[src/hdl/sas_regs.svh]
// register offsets, field positions and reset values of the alarm status bank
`ifndef SAS_REGS_SVH
`define SAS_REGS_SVH

`define SAS_OFF_X_STAT 8'h40
`define SAS_OFF_Y_STAT 8'h42
`define SAS_OFF_Z_STAT 8'h44
`define SAS_OFF_X_PEAK 8'h46
`define SAS_OFF_Y_PEAK 8'h48
`define SAS_OFF_Z_PEAK 8'h4a
`define SAS_OFF_X_BIN 8'h70
`define SAS_OFF_Y_BIN 8'h72
`define SAS_OFF_Z_BIN 8'h74

`define SAS_STAT_BAND_LSB 0
`define SAS_STAT_BAND_MSB 2
`define SAS_STAT_UNUSED_BIT 3
`define SAS_STAT_FLAG_LSB 4
`define SAS_STAT_FLAG_MSB 15
`define SAS_BIN_MSB 7
`define SAS_RST_VAL 16'h0000
`define SAS_UNMAPPED_VAL 16'h0000

`endif

[src/hdl/sas_pkg.sv]
// types shared by the spectral alarm status bank
package sas_pkg;
    typedef struct packed {
        logic [15:0] x;
        logic [15:0] y;
        logic [15:0] z;
    } sas_triple_t;

    typedef struct packed {
        logic [7:0] lo;
        logic [7:0] hi;
    } sas_band_lim_t;

    typedef enum logic [1:0] {
        SEV_NONE,
        SEV_WARN,
        SEV_CRIT
    } sas_sev_t;
endpackage

[src/hdl/sas_alarm_status.sv]
// spectral alarm status, worst-case peak and bin registers for three axes
//
// What this block does
// - each axis keeps per-band alarm flags for the chosen sample rate option.
// - band k warning flag at bit 2k+2, critical at 2k+3; one means set.
// - bits 2:0 give most critical band 1 to 6; bit 3 reads zero.
// - all status, peak and bin registers are read-only and reset to zero.
// - each axis stores peak magnitude of its worst-case alarm condition.
// - peak register uses full 16 bits in accelerometer data format.
// - each axis reports worst-case FFT bin 0 to 255 in bits 7:0.
// - bin register bits 15:8 unused; bin is that of the peak alarm.
// - first level is warning, second is critical; critical ranks higher.
// - per axis, two independent 16-bit unsigned warning and critical levels.
// - band limits are 8-bit inclusive bin numbers for the current option.
`timescale 1ns/1ps
`default_nettype none
`include "sas_regs.svh"

module sas_axis (
    input wire logic clock_in,
    input wire logic nrst_in,
    input wire logic bin_valid_in,
    input wire logic [7:0] bin_index_in,
    input wire logic [15:0] bin_mag_in,
    input wire logic [15:0] warning_trigger_level_in,
    input wire logic [15:0] critical_trigger_level_in,
    input wire sas_pkg::sas_band_lim_t [5:0] band_lim_in,
    input wire logic commit_in,
    output logic [15:0] status_out,
    output logic [15:0] peak_out,
    output logic [15:0] bin_out
);
    logic [5:0] in_band;
    logic [5:0] hit_w;
    logic [5:0] hit_c;
    logic [11:0] new_flags;
    sas_pkg::sas_sev_t sev;
    logic [2:0] band;
    logic take;
    logic [11:0] acc_flags_r;
    sas_pkg::sas_sev_t acc_sev_r;
    logic [2:0] acc_band_r;
    logic [15:0] acc_peak_r;
    logic [7:0] acc_bin_r;
    logic [15:0] stat_r;
    logic [15:0] peak_r;
    logic [7:0] bin_r;

    // limits are inclusive at both ends; overlapping bands all flag
    always_comb begin
        in_band = '0;
        hit_w = '0;
        hit_c = '0;
        new_flags = '0;
        for (int k = 0; k < 6; k++) begin
            in_band[k] = bin_valid_in && bin_index_in >= band_lim_in[k].lo
                && bin_index_in <= band_lim_in[k].hi;
            hit_w[k] = in_band[k] &&
                bin_mag_in > warning_trigger_level_in;
            hit_c[k] = in_band[k] &&
                bin_mag_in > critical_trigger_level_in;
            new_flags[2*k] = hit_w[k];
            new_flags[2*k+1] = hit_c[k];
        end
    end

    // lowest band number wins among equally severe hits
    always_comb begin
        sev = sas_pkg::SEV_NONE;
        band = 3'h0;
        if (|hit_c) begin
            sev = sas_pkg::SEV_CRIT;
        end else if (|hit_w) begin
            sev = sas_pkg::SEV_WARN;
        end
        for (int k = 5; k >= 0; k--) begin
            if (sev == sas_pkg::SEV_CRIT ? hit_c[k] : hit_w[k]) begin
                band = 3'(k + 1);
            end
        end
        take = (sev != sas_pkg::SEV_NONE) && ((sev > acc_sev_r) ||
            (sev == acc_sev_r && bin_mag_in > acc_peak_r));
    end

    // running result of the record in progress
    always_ff @(posedge clock_in or negedge nrst_in) begin
        if (!nrst_in) begin
            acc_flags_r <= '0;
            acc_sev_r <= sas_pkg::SEV_NONE;
            acc_band_r <= 3'h0;
            acc_peak_r <= 16'h0000;
            acc_bin_r <= 8'h00;
        end else if (commit_in) begin
            acc_flags_r <= '0;
            acc_sev_r <= sas_pkg::SEV_NONE;
            acc_band_r <= 3'h0;
            acc_peak_r <= 16'h0000;
            acc_bin_r <= 8'h00;
        end else if (bin_valid_in) begin
            acc_flags_r <= acc_flags_r | new_flags;
            if (take) begin
                acc_sev_r <= sev;
                acc_band_r <= band;
                acc_peak_r <= bin_mag_in;
                acc_bin_r <= bin_index_in;
            end
        end
    end

    // all three visible words change on the same edge only
    always_ff @(posedge clock_in or negedge nrst_in) begin
        if (!nrst_in) begin
            stat_r <= `SAS_RST_VAL;
            peak_r <= `SAS_RST_VAL;
            bin_r <= 8'h00;
        end else if (commit_in) begin
            stat_r <= {acc_flags_r, 1'b0, acc_band_r};
            peak_r <= acc_peak_r;
            bin_r <= acc_bin_r;
        end
    end

    assign status_out = stat_r;
    assign peak_out = peak_r;
    assign bin_out = {8'h00, bin_r};

    logic [1:0] band_pair;
    always_comb begin
        band_pair = 2'b00;
        for (int k = 1; k <= 6; k++) begin
            if (stat_r[2:0] == 3'(k)) begin
                band_pair = stat_r[2*k+3 -: 2];
            end
        end
    end
endmodule // sas_axis

module sas_alarm_status (
    input wire logic clock_in,
    input wire logic nrst_in,
    input wire logic bin_valid_in,
    input wire logic [7:0] bin_index_in,
    input wire sas_pkg::sas_triple_t bin_mag_in,
    input wire sas_pkg::sas_triple_t warning_trigger_level_in,
    input wire sas_pkg::sas_triple_t critical_trigger_level_in,
    input wire sas_pkg::sas_band_lim_t [5:0] band_lim_in,
    input wire logic record_done_in,
    input wire logic rd_en_in,
    input wire logic [7:0] rd_addr_in,
    output logic [15:0] rd_data_out,
    output logic rd_valid_out
);
    sas_pkg::sas_triple_t stat;
    sas_pkg::sas_triple_t peak;
    sas_pkg::sas_triple_t bin;
    logic [15:0] rd_data_nxt;
    logic [15:0] rd_data_r;
    logic rd_valid_r;

    sas_axis u_axis_x (
        .clock_in(clock_in), .nrst_in(nrst_in),
        .bin_valid_in(bin_valid_in), .bin_index_in(bin_index_in),
        .bin_mag_in(bin_mag_in.x),
        .warning_trigger_level_in(warning_trigger_level_in.x),
        .critical_trigger_level_in(critical_trigger_level_in.x),
        .band_lim_in(band_lim_in), .commit_in(record_done_in),
        .status_out(stat.x), .peak_out(peak.x), .bin_out(bin.x)
    );
    sas_axis u_axis_y (
        .clock_in(clock_in), .nrst_in(nrst_in),
        .bin_valid_in(bin_valid_in), .bin_index_in(bin_index_in),
        .bin_mag_in(bin_mag_in.y),
        .warning_trigger_level_in(warning_trigger_level_in.y),
        .critical_trigger_level_in(critical_trigger_level_in.y),
        .band_lim_in(band_lim_in), .commit_in(record_done_in),
        .status_out(stat.y), .peak_out(peak.y), .bin_out(bin.y)
    );
    sas_axis u_axis_z (
        .clock_in(clock_in), .nrst_in(nrst_in),
        .bin_valid_in(bin_valid_in), .bin_index_in(bin_index_in),
        .bin_mag_in(bin_mag_in.z),
        .warning_trigger_level_in(warning_trigger_level_in.z),
        .critical_trigger_level_in(critical_trigger_level_in.z),
        .band_lim_in(band_lim_in), .commit_in(record_done_in),
        .status_out(stat.z), .peak_out(peak.z), .bin_out(bin.z)
    );

    // read-only bank: there is no write path at all
    always_comb begin
        unique case (rd_addr_in)
            `SAS_OFF_X_STAT: rd_data_nxt = stat.x;
            `SAS_OFF_Y_STAT: rd_data_nxt = stat.y;
            `SAS_OFF_Z_STAT: rd_data_nxt = stat.z;
            `SAS_OFF_X_PEAK: rd_data_nxt = peak.x;
            `SAS_OFF_Y_PEAK: rd_data_nxt = peak.y;
            `SAS_OFF_Z_PEAK: rd_data_nxt = peak.z;
            `SAS_OFF_X_BIN: rd_data_nxt = bin.x;
            `SAS_OFF_Y_BIN: rd_data_nxt = bin.y;
            `SAS_OFF_Z_BIN: rd_data_nxt = bin.z;
            default: rd_data_nxt = `SAS_UNMAPPED_VAL;
        endcase
    end

    always_ff @(posedge clock_in or negedge nrst_in) begin
        if (!nrst_in) begin
            rd_data_r <= `SAS_RST_VAL;
            rd_valid_r <= 1'b0;
        end else begin
            rd_valid_r <= rd_en_in;
            if (rd_en_in) begin
                rd_data_r <= rd_data_nxt;
            end
        end
    end

    assign rd_data_out = rd_data_r;
    assign rd_valid_out = rd_valid_r;
endmodule // sas_alarm_status

`default_nettype wire

[config.mk]
export PLATFORM = sky130hd
export DESIGN_NAME = sas_alarm_status
export DESIGN_NICKNAME = d
export VERILOG_FILES = /design/src/hdl/sas_pkg.sv /design/src/hdl/sas_alarm_status.sv
export VERILOG_INCLUDE_DIRS = /design/src /design/src/hdl
export SDC_FILE = /design/constraint.sdc
export NUM_CORES = 1
export LEC_CHECK = 0
export BUFFER_PORTS_ARGS = -buffer_cell sky130_fd_sc_hd__buf_2
export CORE_MARGIN = 3
export CORE_UTILIZATION = 30
export CTS_CLUSTER_DIAMETER = 150
export DETAILED_ROUTE_END_ITERATION = 6
export PLACE_DENSITY_LB_ADDON = 0.05
export SLEW_MARGIN = 20
export SYNTH_ARGS = -nofsm -noshare
export SYNTH_HDL_FRONTEND = slang
export SYNTH_SLANG_ARGS = --single-unit
[constraint.sdc]
create_clock -name clock_in -period 2.1 [get_ports clock_in]
set_input_delay 0.105 -clock clock_in [delete_from_list [all_inputs] [get_ports clock_in]]
set_output_delay 0.105 -clock clock_in [all_outputs]
set_load 0.1 [all_outputs]
==> reports/summary.txt, run 1 <==
Switching Share = 30.86%
Worst setup startpoint = bin_index_in[0]
Post-Synth Simple-Gate Area = 11.34%
clock root cell = clkbuf_16
final hold violation count = 0
htree depth = 1
busiest grt layer = met2
fmax = 314.0 MHz
Ys Warns = 0
first-pass iteration count of the detailed router = 5
RSZ-0062 raised after global routing = yes
Main synth FF type = dfrtp_1
violated checks = negative setup slack
met2 usage = 33.95%
GRT Total Usage = 19.65%
DIE AREA = 59610 um2
Critical Path RT = 2.54 ns
Async S/R FF share, synth = 100.0%
IO Pins = 278
Iter 0 DRT Violations = 773
post-synth top area cell = dfrtp_1
capturing point of the worst reg2reg path = u_axis_x.acc_bin_r[7]
Initial Util = 30.59%
layout cells sized above 1 = 33.73%
row count = 86
number of antenna cells inserted = 0
R2R depth = 11
antenna violations before repair = 2
CP Capture Type = register
Die H = 244.2 um
slack of the critical path = -1.085 ns
Num CTS Buffers = 31
Pint = 11640 uW
GP Congestion = 0.8577
crit share post-route = 151.7%
max-slew violations = 0
Final ANT Viol Nets = 0
Critical Path Start Type = primary input
Fin Setup TNS = -79.49 ns
Lkg Pwr = 0.01219 uW
worst skew pair latency = 0.58 ns
Comb power frac = 31.1%
cells after synthesis = 1755
type of the tightest min-delay check = in -> async
Syn Std Cell Area = 17020 um2
Final #Nets = 2847
CTS sink cnt = 257
final clock skew = 0.01935 ns
Die X = 244.2 um
Mapped Nets = 2262
via count = 15060
WL per Instance = 19.26 um
Fillers = 5551
most frequent cell after synthesis = dfrtp_1
Slew HR = 56.06%
Setup violations, final = 87
layout overhead on the synthesized area = 39.40%
Tightest Pin Transition = 0.6590 ns
Cell Pwr Density = 709.7 nW/um2
CP Class = in -> reg
residual DRC count = 0
Post-Syn Area per Cell = 9.695 um2
GRT met3 Usage = 1.831%
CP max FO = 10
Seq/Total Area, Yosys = 37.80%
drt total wl = 59850 um
CTS tree = built
first-pass GRT wire length = 91370 um
Reg power frac = 35.3%
NetSw = 5195 uW
GRT met1 Usage = 27.07%
post-synth top area share = 37.80%
Non-Filler Instances = 3108
#FFs+latches synth = 257
Placed Cells incl. Taps = 2974
Final HPWL DP = 45410 um
VDD IR max = 651.5 uV
R2R Setup Slk = -0.45 ns
clk slew on worst S/H paths = 0.06 ns
EDFF count, synth = 0
Setup crit end = u_axis_x.acc_bin_r[7]
Synth area leaders = dfrtp_1 38%, ha_1 18%, mux2_2 7.8%, mux2i_1 5.4%, inv_1 5.2%
Port Buffer Count = 277
outcome = finished, violations left
Clk network pwr share = 33.7%
most frequent cells after synthesis = 257 x dfrtp_1, 246 x ha_1, 236 x inv_1, 180 x nand2_1, 124 x a21oi_1
total congestion overflow = 0
Core Region = 55630 um2
largest family of logic cells by synthesized area = adder cells
post-synthesis mux area share = 13.22%
pin count of the biggest net entering global routing = 87
clk buf depth = 3
Synth Area in Adders = 18.09%
Synth cell types = 62
min cycle time layout = 3.185 ns
pre-CTS WS = -1.982 ns
post-synthesis xor/xnor area fraction = 0%
Compound-Gate Fraction of Synth Area = 12.81%
worst path arrival time = 3.63 ns
vias in the first global route = 15720
worst reg2reg path startpoint = u_axis_x.acc_peak_r[1]
total of max-cap violations = 0
mean number of vias per cell = 4.847
==> timing repair <==
item                                    4_1_cts  5_1_grt
hold buffers                                 52        0
resized for setup                            80       36
pin swaps                                    22       39
hold endpoints to repair                    322        0
gates cloned                                  9        1
endpoints found under the setup margin       87       87
buffers inserted                             26        5
==> how the worst min path moves through the flow <==
| stage | slack [ns] | cells after the start | endpoint | startpoint |
|---|---|---|---|---|
| after CTS | 0.003 | 2 | u_axis_z.acc_peak_r[5] | nrst_in |
| after global routing | 0.002 | 2 | u_axis_z.acc_peak_r[5] | nrst_in |
| after detailed placement | 0.008 | 1 | u_axis_z.acc_peak_r[5] | nrst_in |
| final | 0.02 | 2 | u_axis_z.acc_peak_r[5] | nrst_in |
| after global placement | 0.006 | 1 | u_axis_z.acc_peak_r[5] | nrst_in |
| after floorplan | -0.19 | 0 | rd_data_out[0] | nrst_in |
==> layer usage <==
metal	share of wire (%)	routed length [um]
met5	0	0
met1	47	28160
met3	2.6	1545
met4	1.7	990
met2	49	29160
==> cell usage in the layout, fill, tap and decap left out, types with 27 or more instances in the layout <==
cell type and count:
inv_1 234, ha_1 232, o21ai_0 27, nand3_1 29, nand2_1 178, dfrtp_1 257, mux2_2 117, nor2_1 87
mux2i_1 92, buf_4 241, dlygate4sd3_1 52, buf_2 269, a22oi_1 42, a21oi_1 115, clkbuf_16 33, nand4_1 30
==> final cells by class <==
cell class	instances	area [um2]	share of cell area, %
clock inverters	13	203.9	0.8598
repair buffers	610	4481	18.89
inverters	236	892.1	3.761
multi-input cells	1204	9906	41.76
flip-flops and latches	257	6431	27.11
well taps	748	935.9	3.946
clock buffers	40	869.6	3.666
==> logic make-up (layout without fill, tap and decap cells) <==
kind of cell | count (synthesis) | after routing
buffers and inverters | 294 | 899
muxes | 210 | 210
AOI/OAI and AO/OA | 330 | 330
and+or+nand+nor | 418 | 418
adders and majority gates | 246 | 246
DFF | 257 | 257
==> critical path, cell delays in order <==
cell	delay, ns
buf_8	0.08
clkinvlp_4	0.12
buf_6	0.15
buf_6	0.11
ha_4	0.19
nand2b_4	0.12
a21o_1	0.16
a211oi_2	0.26
o31ai_4	0.11
a211oi_4	0.28
nand2_4	0.09
buf_8	0.15
and2_4	0.16
ha_4	0.21
nor2b_4	0.12
o21ai_2	0.14
o21ai_2	0.07
a211oi_2	0.24
a21oi_2	0.10
buf_4	0.16
o211a_4	0.18
buf_12	0.17
mux2i_1	0.12
==> flip-flops by register name (all words and copies together), names as in the netlist, 3 cells and up <==
signal                flops
u_axis_z.acc_peak_r      16
u_axis_y.acc_bin_r        8
u_axis_z.bin_r            8
u_axis_y.status_out      15
u_axis_z.acc_band_r       3
u_axis_x.acc_band_r       3
u_axis_y.acc_peak_r      16
u_axis_x.acc_bin_r        8
u_axis_x.acc_flags_r     12
u_axis_x.bin_r            8
u_axis_y.bin_r            8
u_axis_y.acc_flags_r     12
u_axis_y.peak_out        16
u_axis_x.status_out      15
u_axis_y.acc_band_r       3
u_axis_x.peak_out        16
u_axis_z.status_out      15
rd_data_out              16
u_axis_x.acc_peak_r      16
u_axis_z.acc_flags_r     12
u_axis_z.peak_out        16
u_axis_z.acc_bin_r        8
==> power groups by stage <==
| stage | Sequential (uW) | Combinational, uW | Clock [uW] |
|---|---|---|---|
| after CTS | 5940 | 5210 | 5840 |
| final | 5940 | 5230 | 5670 |
| after detailed placement | 6030 | 4500 | 0 |
| after global placement | 6020 | 4450 | 0 |
| after floorplan | 6010 | 2360 | 0 |
| after global routing | 6000 | 5760 | 6070 |
==> stage by stage <==
stage / hold slack [ns] / instance area (um2) / power (uW) / utilization, %
after global routing: 0.001571 / 23720 / 17830 / 42.64
after global placement: 0.005819 / 21250 / 10470 / 38.19
after detailed placement: 0.007894 / 21250 / 10530 / 38.19
after CTS: 0.003018 / 23570 / 16990 / 42.37
after floorplan: -0.1906 / 17060 / 8364 / -
final: 0.01589 / 23720 / 16830 / 42.64
Note: power is estimated with default switching activity, not from simulation.
==> run 2, diff against run 1 <==
--- a/config.mk
+++ b/config.mk
@@ -12,6 +12,7 @@
 export CTS_CLUSTER_DIAMETER = 150
 export DETAILED_ROUTE_END_ITERATION = 6
 export PLACE_DENSITY_LB_ADDON = 0.05
+export RECOVER_POWER = 50
 export SLEW_MARGIN = 20
 export SYNTH_ARGS = -nofsm -noshare
 export SYNTH_HDL_FRONTEND = slang
==> run 2 against run 1 <==
  * Count of clock-buffer cells in the layout is the same
  * Worst hold slack better by 0.088 ns
  * Total power is essentially flat
  * The flow finishes with violations (max-capacitance violations, max-slew violations, negative setup slack)
==> reports/summary.txt, run 2 (synthesis results as in run 1) <==
RSZ-0062 raised after global routing = yes
Fillers = 5558 (+0.13%)
R2R depth = 11 (unchanged)
drt total wl = 59910 um (+0.10%)
total congestion overflow = 0 (unchanged)
Final ANT Viol Nets = 0 (unchanged)
max-slew violations = 29 (+29)
CTS tree = built
type of the tightest min-delay check = in -> reg
first-pass GRT wire length = 91370 um (unchanged)
clock root cell = clkbuf_16
Clk network pwr share = 33.7% (about the same)
Comb power frac = 31.0% (about the same)
Cell Pwr Density = 710.7 nW/um2 (+0.13%)
CTS sink cnt = 257 (unchanged)
slack of the critical path = -1.088 ns (-0.003320 ns)
hold_sp = bin_index_in[1]
final clock skew = 0.01855 ns (-0.0008015 ns)
pre-CTS WS = -1.982 ns (unchanged)
Pint = 11630 uW (about the same)
clk buf depth = 3 (unchanged)
GRT Total Usage = 19.65% (unchanged)
Non-Filler Instances = 3108 (unchanged)
worst skew pair latency = 0.57 ns (about the same)
layout overhead on the synthesized area = 39.19%
Slew HR = -36.87% (-93 points)
fmax = 313.6 MHz (-0.10%)
layout cells sized above 1 = 33.69% (-0.042 points)
Setup violations, final = 127 (+46%)
clk slew on worst S/H paths = 0.06 ns (about the same)
Critical Path Start Type = primary input
mean number of vias per cell = 4.863 (+0.34%)
VDD IR max = 649.7 uV (-0.28%)
Iter 0 DRT Violations = 782 (+1.2%)
DIE AREA = 59610 um2 (unchanged)
Slowest cell on crit path = a211oi_4
via count = 15110 (+0.34%)
worst reg2reg path startpoint = u_axis_x.acc_peak_r[1]
vias in the first global route = 15720 (unchanged)
min cycle time layout = 3.188 ns (+0.003320 ns)
Setup crit end = u_axis_x.acc_bin_r[7]
Critical Path RT = 2.54 ns (about the same)
CP Capture Type = register
antenna violations before repair = 2 (unchanged)
Max stage delay on crit path = 0.28 ns (about the same)
Initial Util = 30.59% (unchanged)
htree depth = 1 (unchanged)
Worst setup startpoint = bin_index_in[0]
Switching Share = 30.89% (about the same)
Die H = 244.2 um (unchanged)
capturing point of the worst reg2reg path = u_axis_x.acc_bin_r[7]
Placed Cells incl. Taps = 2974 (unchanged)
Die X = 244.2 um (unchanged)
Final #Nets = 2847 (unchanged)
GP Congestion = 0.8577 (unchanged)
CP Cell Sequence = buf_8 -> clkinvlp_4 -> buf_6 -> buf_6 -> ha_4 -> nand2b_4 -> a21o_1 -> a211oi_2 -> o31ai_4 -> a211oi_4 -> nand2_4 -> buf_8 -> and2_4 -> ha_4 -> nor2b_4 -> o21ai_2 -> o21ai_2 -> a211oi_2 -> a21oi_2 -> buf_4 -> o211a_4 -> buf_12 -> mux2i_1
CP Class = in -> reg
IO Pins = 278 (unchanged)
row count = 86 (unchanged)
CP max FO = 10 (unchanged)
WL per Instance = 19.28 um (+0.10%)
total of max-cap violations = 1 (+1)
crit share post-route = 151.8% (+0.16 points)
R2R Setup Slk = -0.44 ns (about the same)
Lkg Pwr = 0.01217 uW (-0.13%)
pin count of the biggest net entering global routing = 87 (unchanged)
residual DRC count = 0 (unchanged)
commonest non-fill, non-tap cell in the layout = buf_2
worst path arrival time = 3.63 ns (about the same)
Reg power frac = 35.3% (about the same)
final hold violation count = 0 (unchanged)
most frequent cells in the layout = 269 x buf_2, 257 x dfrtp_1, 240 x buf_4, 234 x inv_1, 232 x ha_1
NetSw = 5199 uW (about the same)
violated checks = max-capacitance violations, max-slew violations, negative setup slack
Core Region = 55630 um2 (unchanged)
Num CTS Buffers = 31 (unchanged)
Port Buffer Count = 277 (unchanged)
Final HPWL DP = 45410 um (unchanged)
outcome = finished, violations left
first-pass iteration count of the detailed router = 7 (+2)
number of antenna cells inserted = 0 (unchanged)
Tightest Pin Transition = 2.053 ns (+1.394 ns)
## run 2: worst min-delay path by stage
stage / endpoint / slack, ns / cells past startpoint
after global placement: u_axis_z.acc_peak_r[5] / 0.006 / 1
after global routing: u_axis_z.acc_bin_r[6] / 0.12 / 4
after floorplan: rd_data_out[0] / -0.19 / 0
after detailed placement: u_axis_z.acc_peak_r[5] / 0.008 / 1
after CTS: u_axis_z.acc_peak_r[5] / 0.003 / 2
final: u_axis_x.acc_bin_r[1] / 0.10 / 4
## run 2: layout make-up
cell class                 count  area (um2)  share of cell area (%)
clock buffer                  40       869.6                   3.672
clock inverter                13       203.9                  0.8611
inverter                     236       892.1                   3.767
multi-input combinational   1204        9906                   41.82
sequential                   257        6431                   27.15
tap                          748       935.9                   3.952
timing repair buffer         610        4446                   18.77
## run 2: power groups by stage
stage / logic, uW / registers, uW / clock network, uW
finish: 5220 / 5940 / 5680
global route: 5750 / 6000 / 6070
CTS: 5210 / 5940 / 5840
detailed placement: 4500 / 6030 / 0
global placement: 4450 / 6020 / 0
floorplan: 2360 / 6010 / 0
## run 2: worst max-delay path, delay by kind of cell
kind,cells,cell delay (ns)
simple gates,4,0.49
buf+inv,7,0.94
fa+ha+maj,2,0.40
compound gates,9,1.55
mux,1,0.13
## run 2: metal layers
| layer | vias up | share of wire (%) | global-route usage, % | wire length, um |
|---|---|---|---|---|
| met3 | 62 | 2.9 | 1.831 | 1709 |
| met1 | 7463 | 47 | 27.07 | 27920 |
| li1 | 7371 | - | - | - |
| met5 | - | 0 | 0 | 0 |
| met2 | 218 | 49 | 33.95 | 29280 |
| met4 | 0 | 1.7 | 3.284 | 1001 |
## run 2: stage by stage
| stage | TNS (ns) | cell area [um2] | hold slack, ns | power, uW | utilization (%) |
|---|---|---|---|---|---|
| CTS | -79.23 | 23570 | 0.003018 | 16990 | 42.37 |
| global placement | -163.52 | 21250 | 0.005819 | 10470 | 38.19 |
| floorplan | -101.65 | 17060 | -0.1906 | 8364 | - |
| finish | -79.90 | 23680 | 0.1035 | 16830 | 42.57 |
| detailed placement | -168.03 | 21250 | 0.007894 | 10530 | 38.19 |
| global route | -144.12 | 23680 | 0.1190 | 17820 | 42.57 |
## run 2: repair_timing
item | in CTS | in global routing
pin swaps | 22 | 39
gates cloned | 9 | 1
setup endpoints to repair | 87 | 87
hold buffers | 52 | 0
buffers inserted | 26 | 5
resized for setup | 80 | 36
endpoints found under the hold margin | 322 | 0
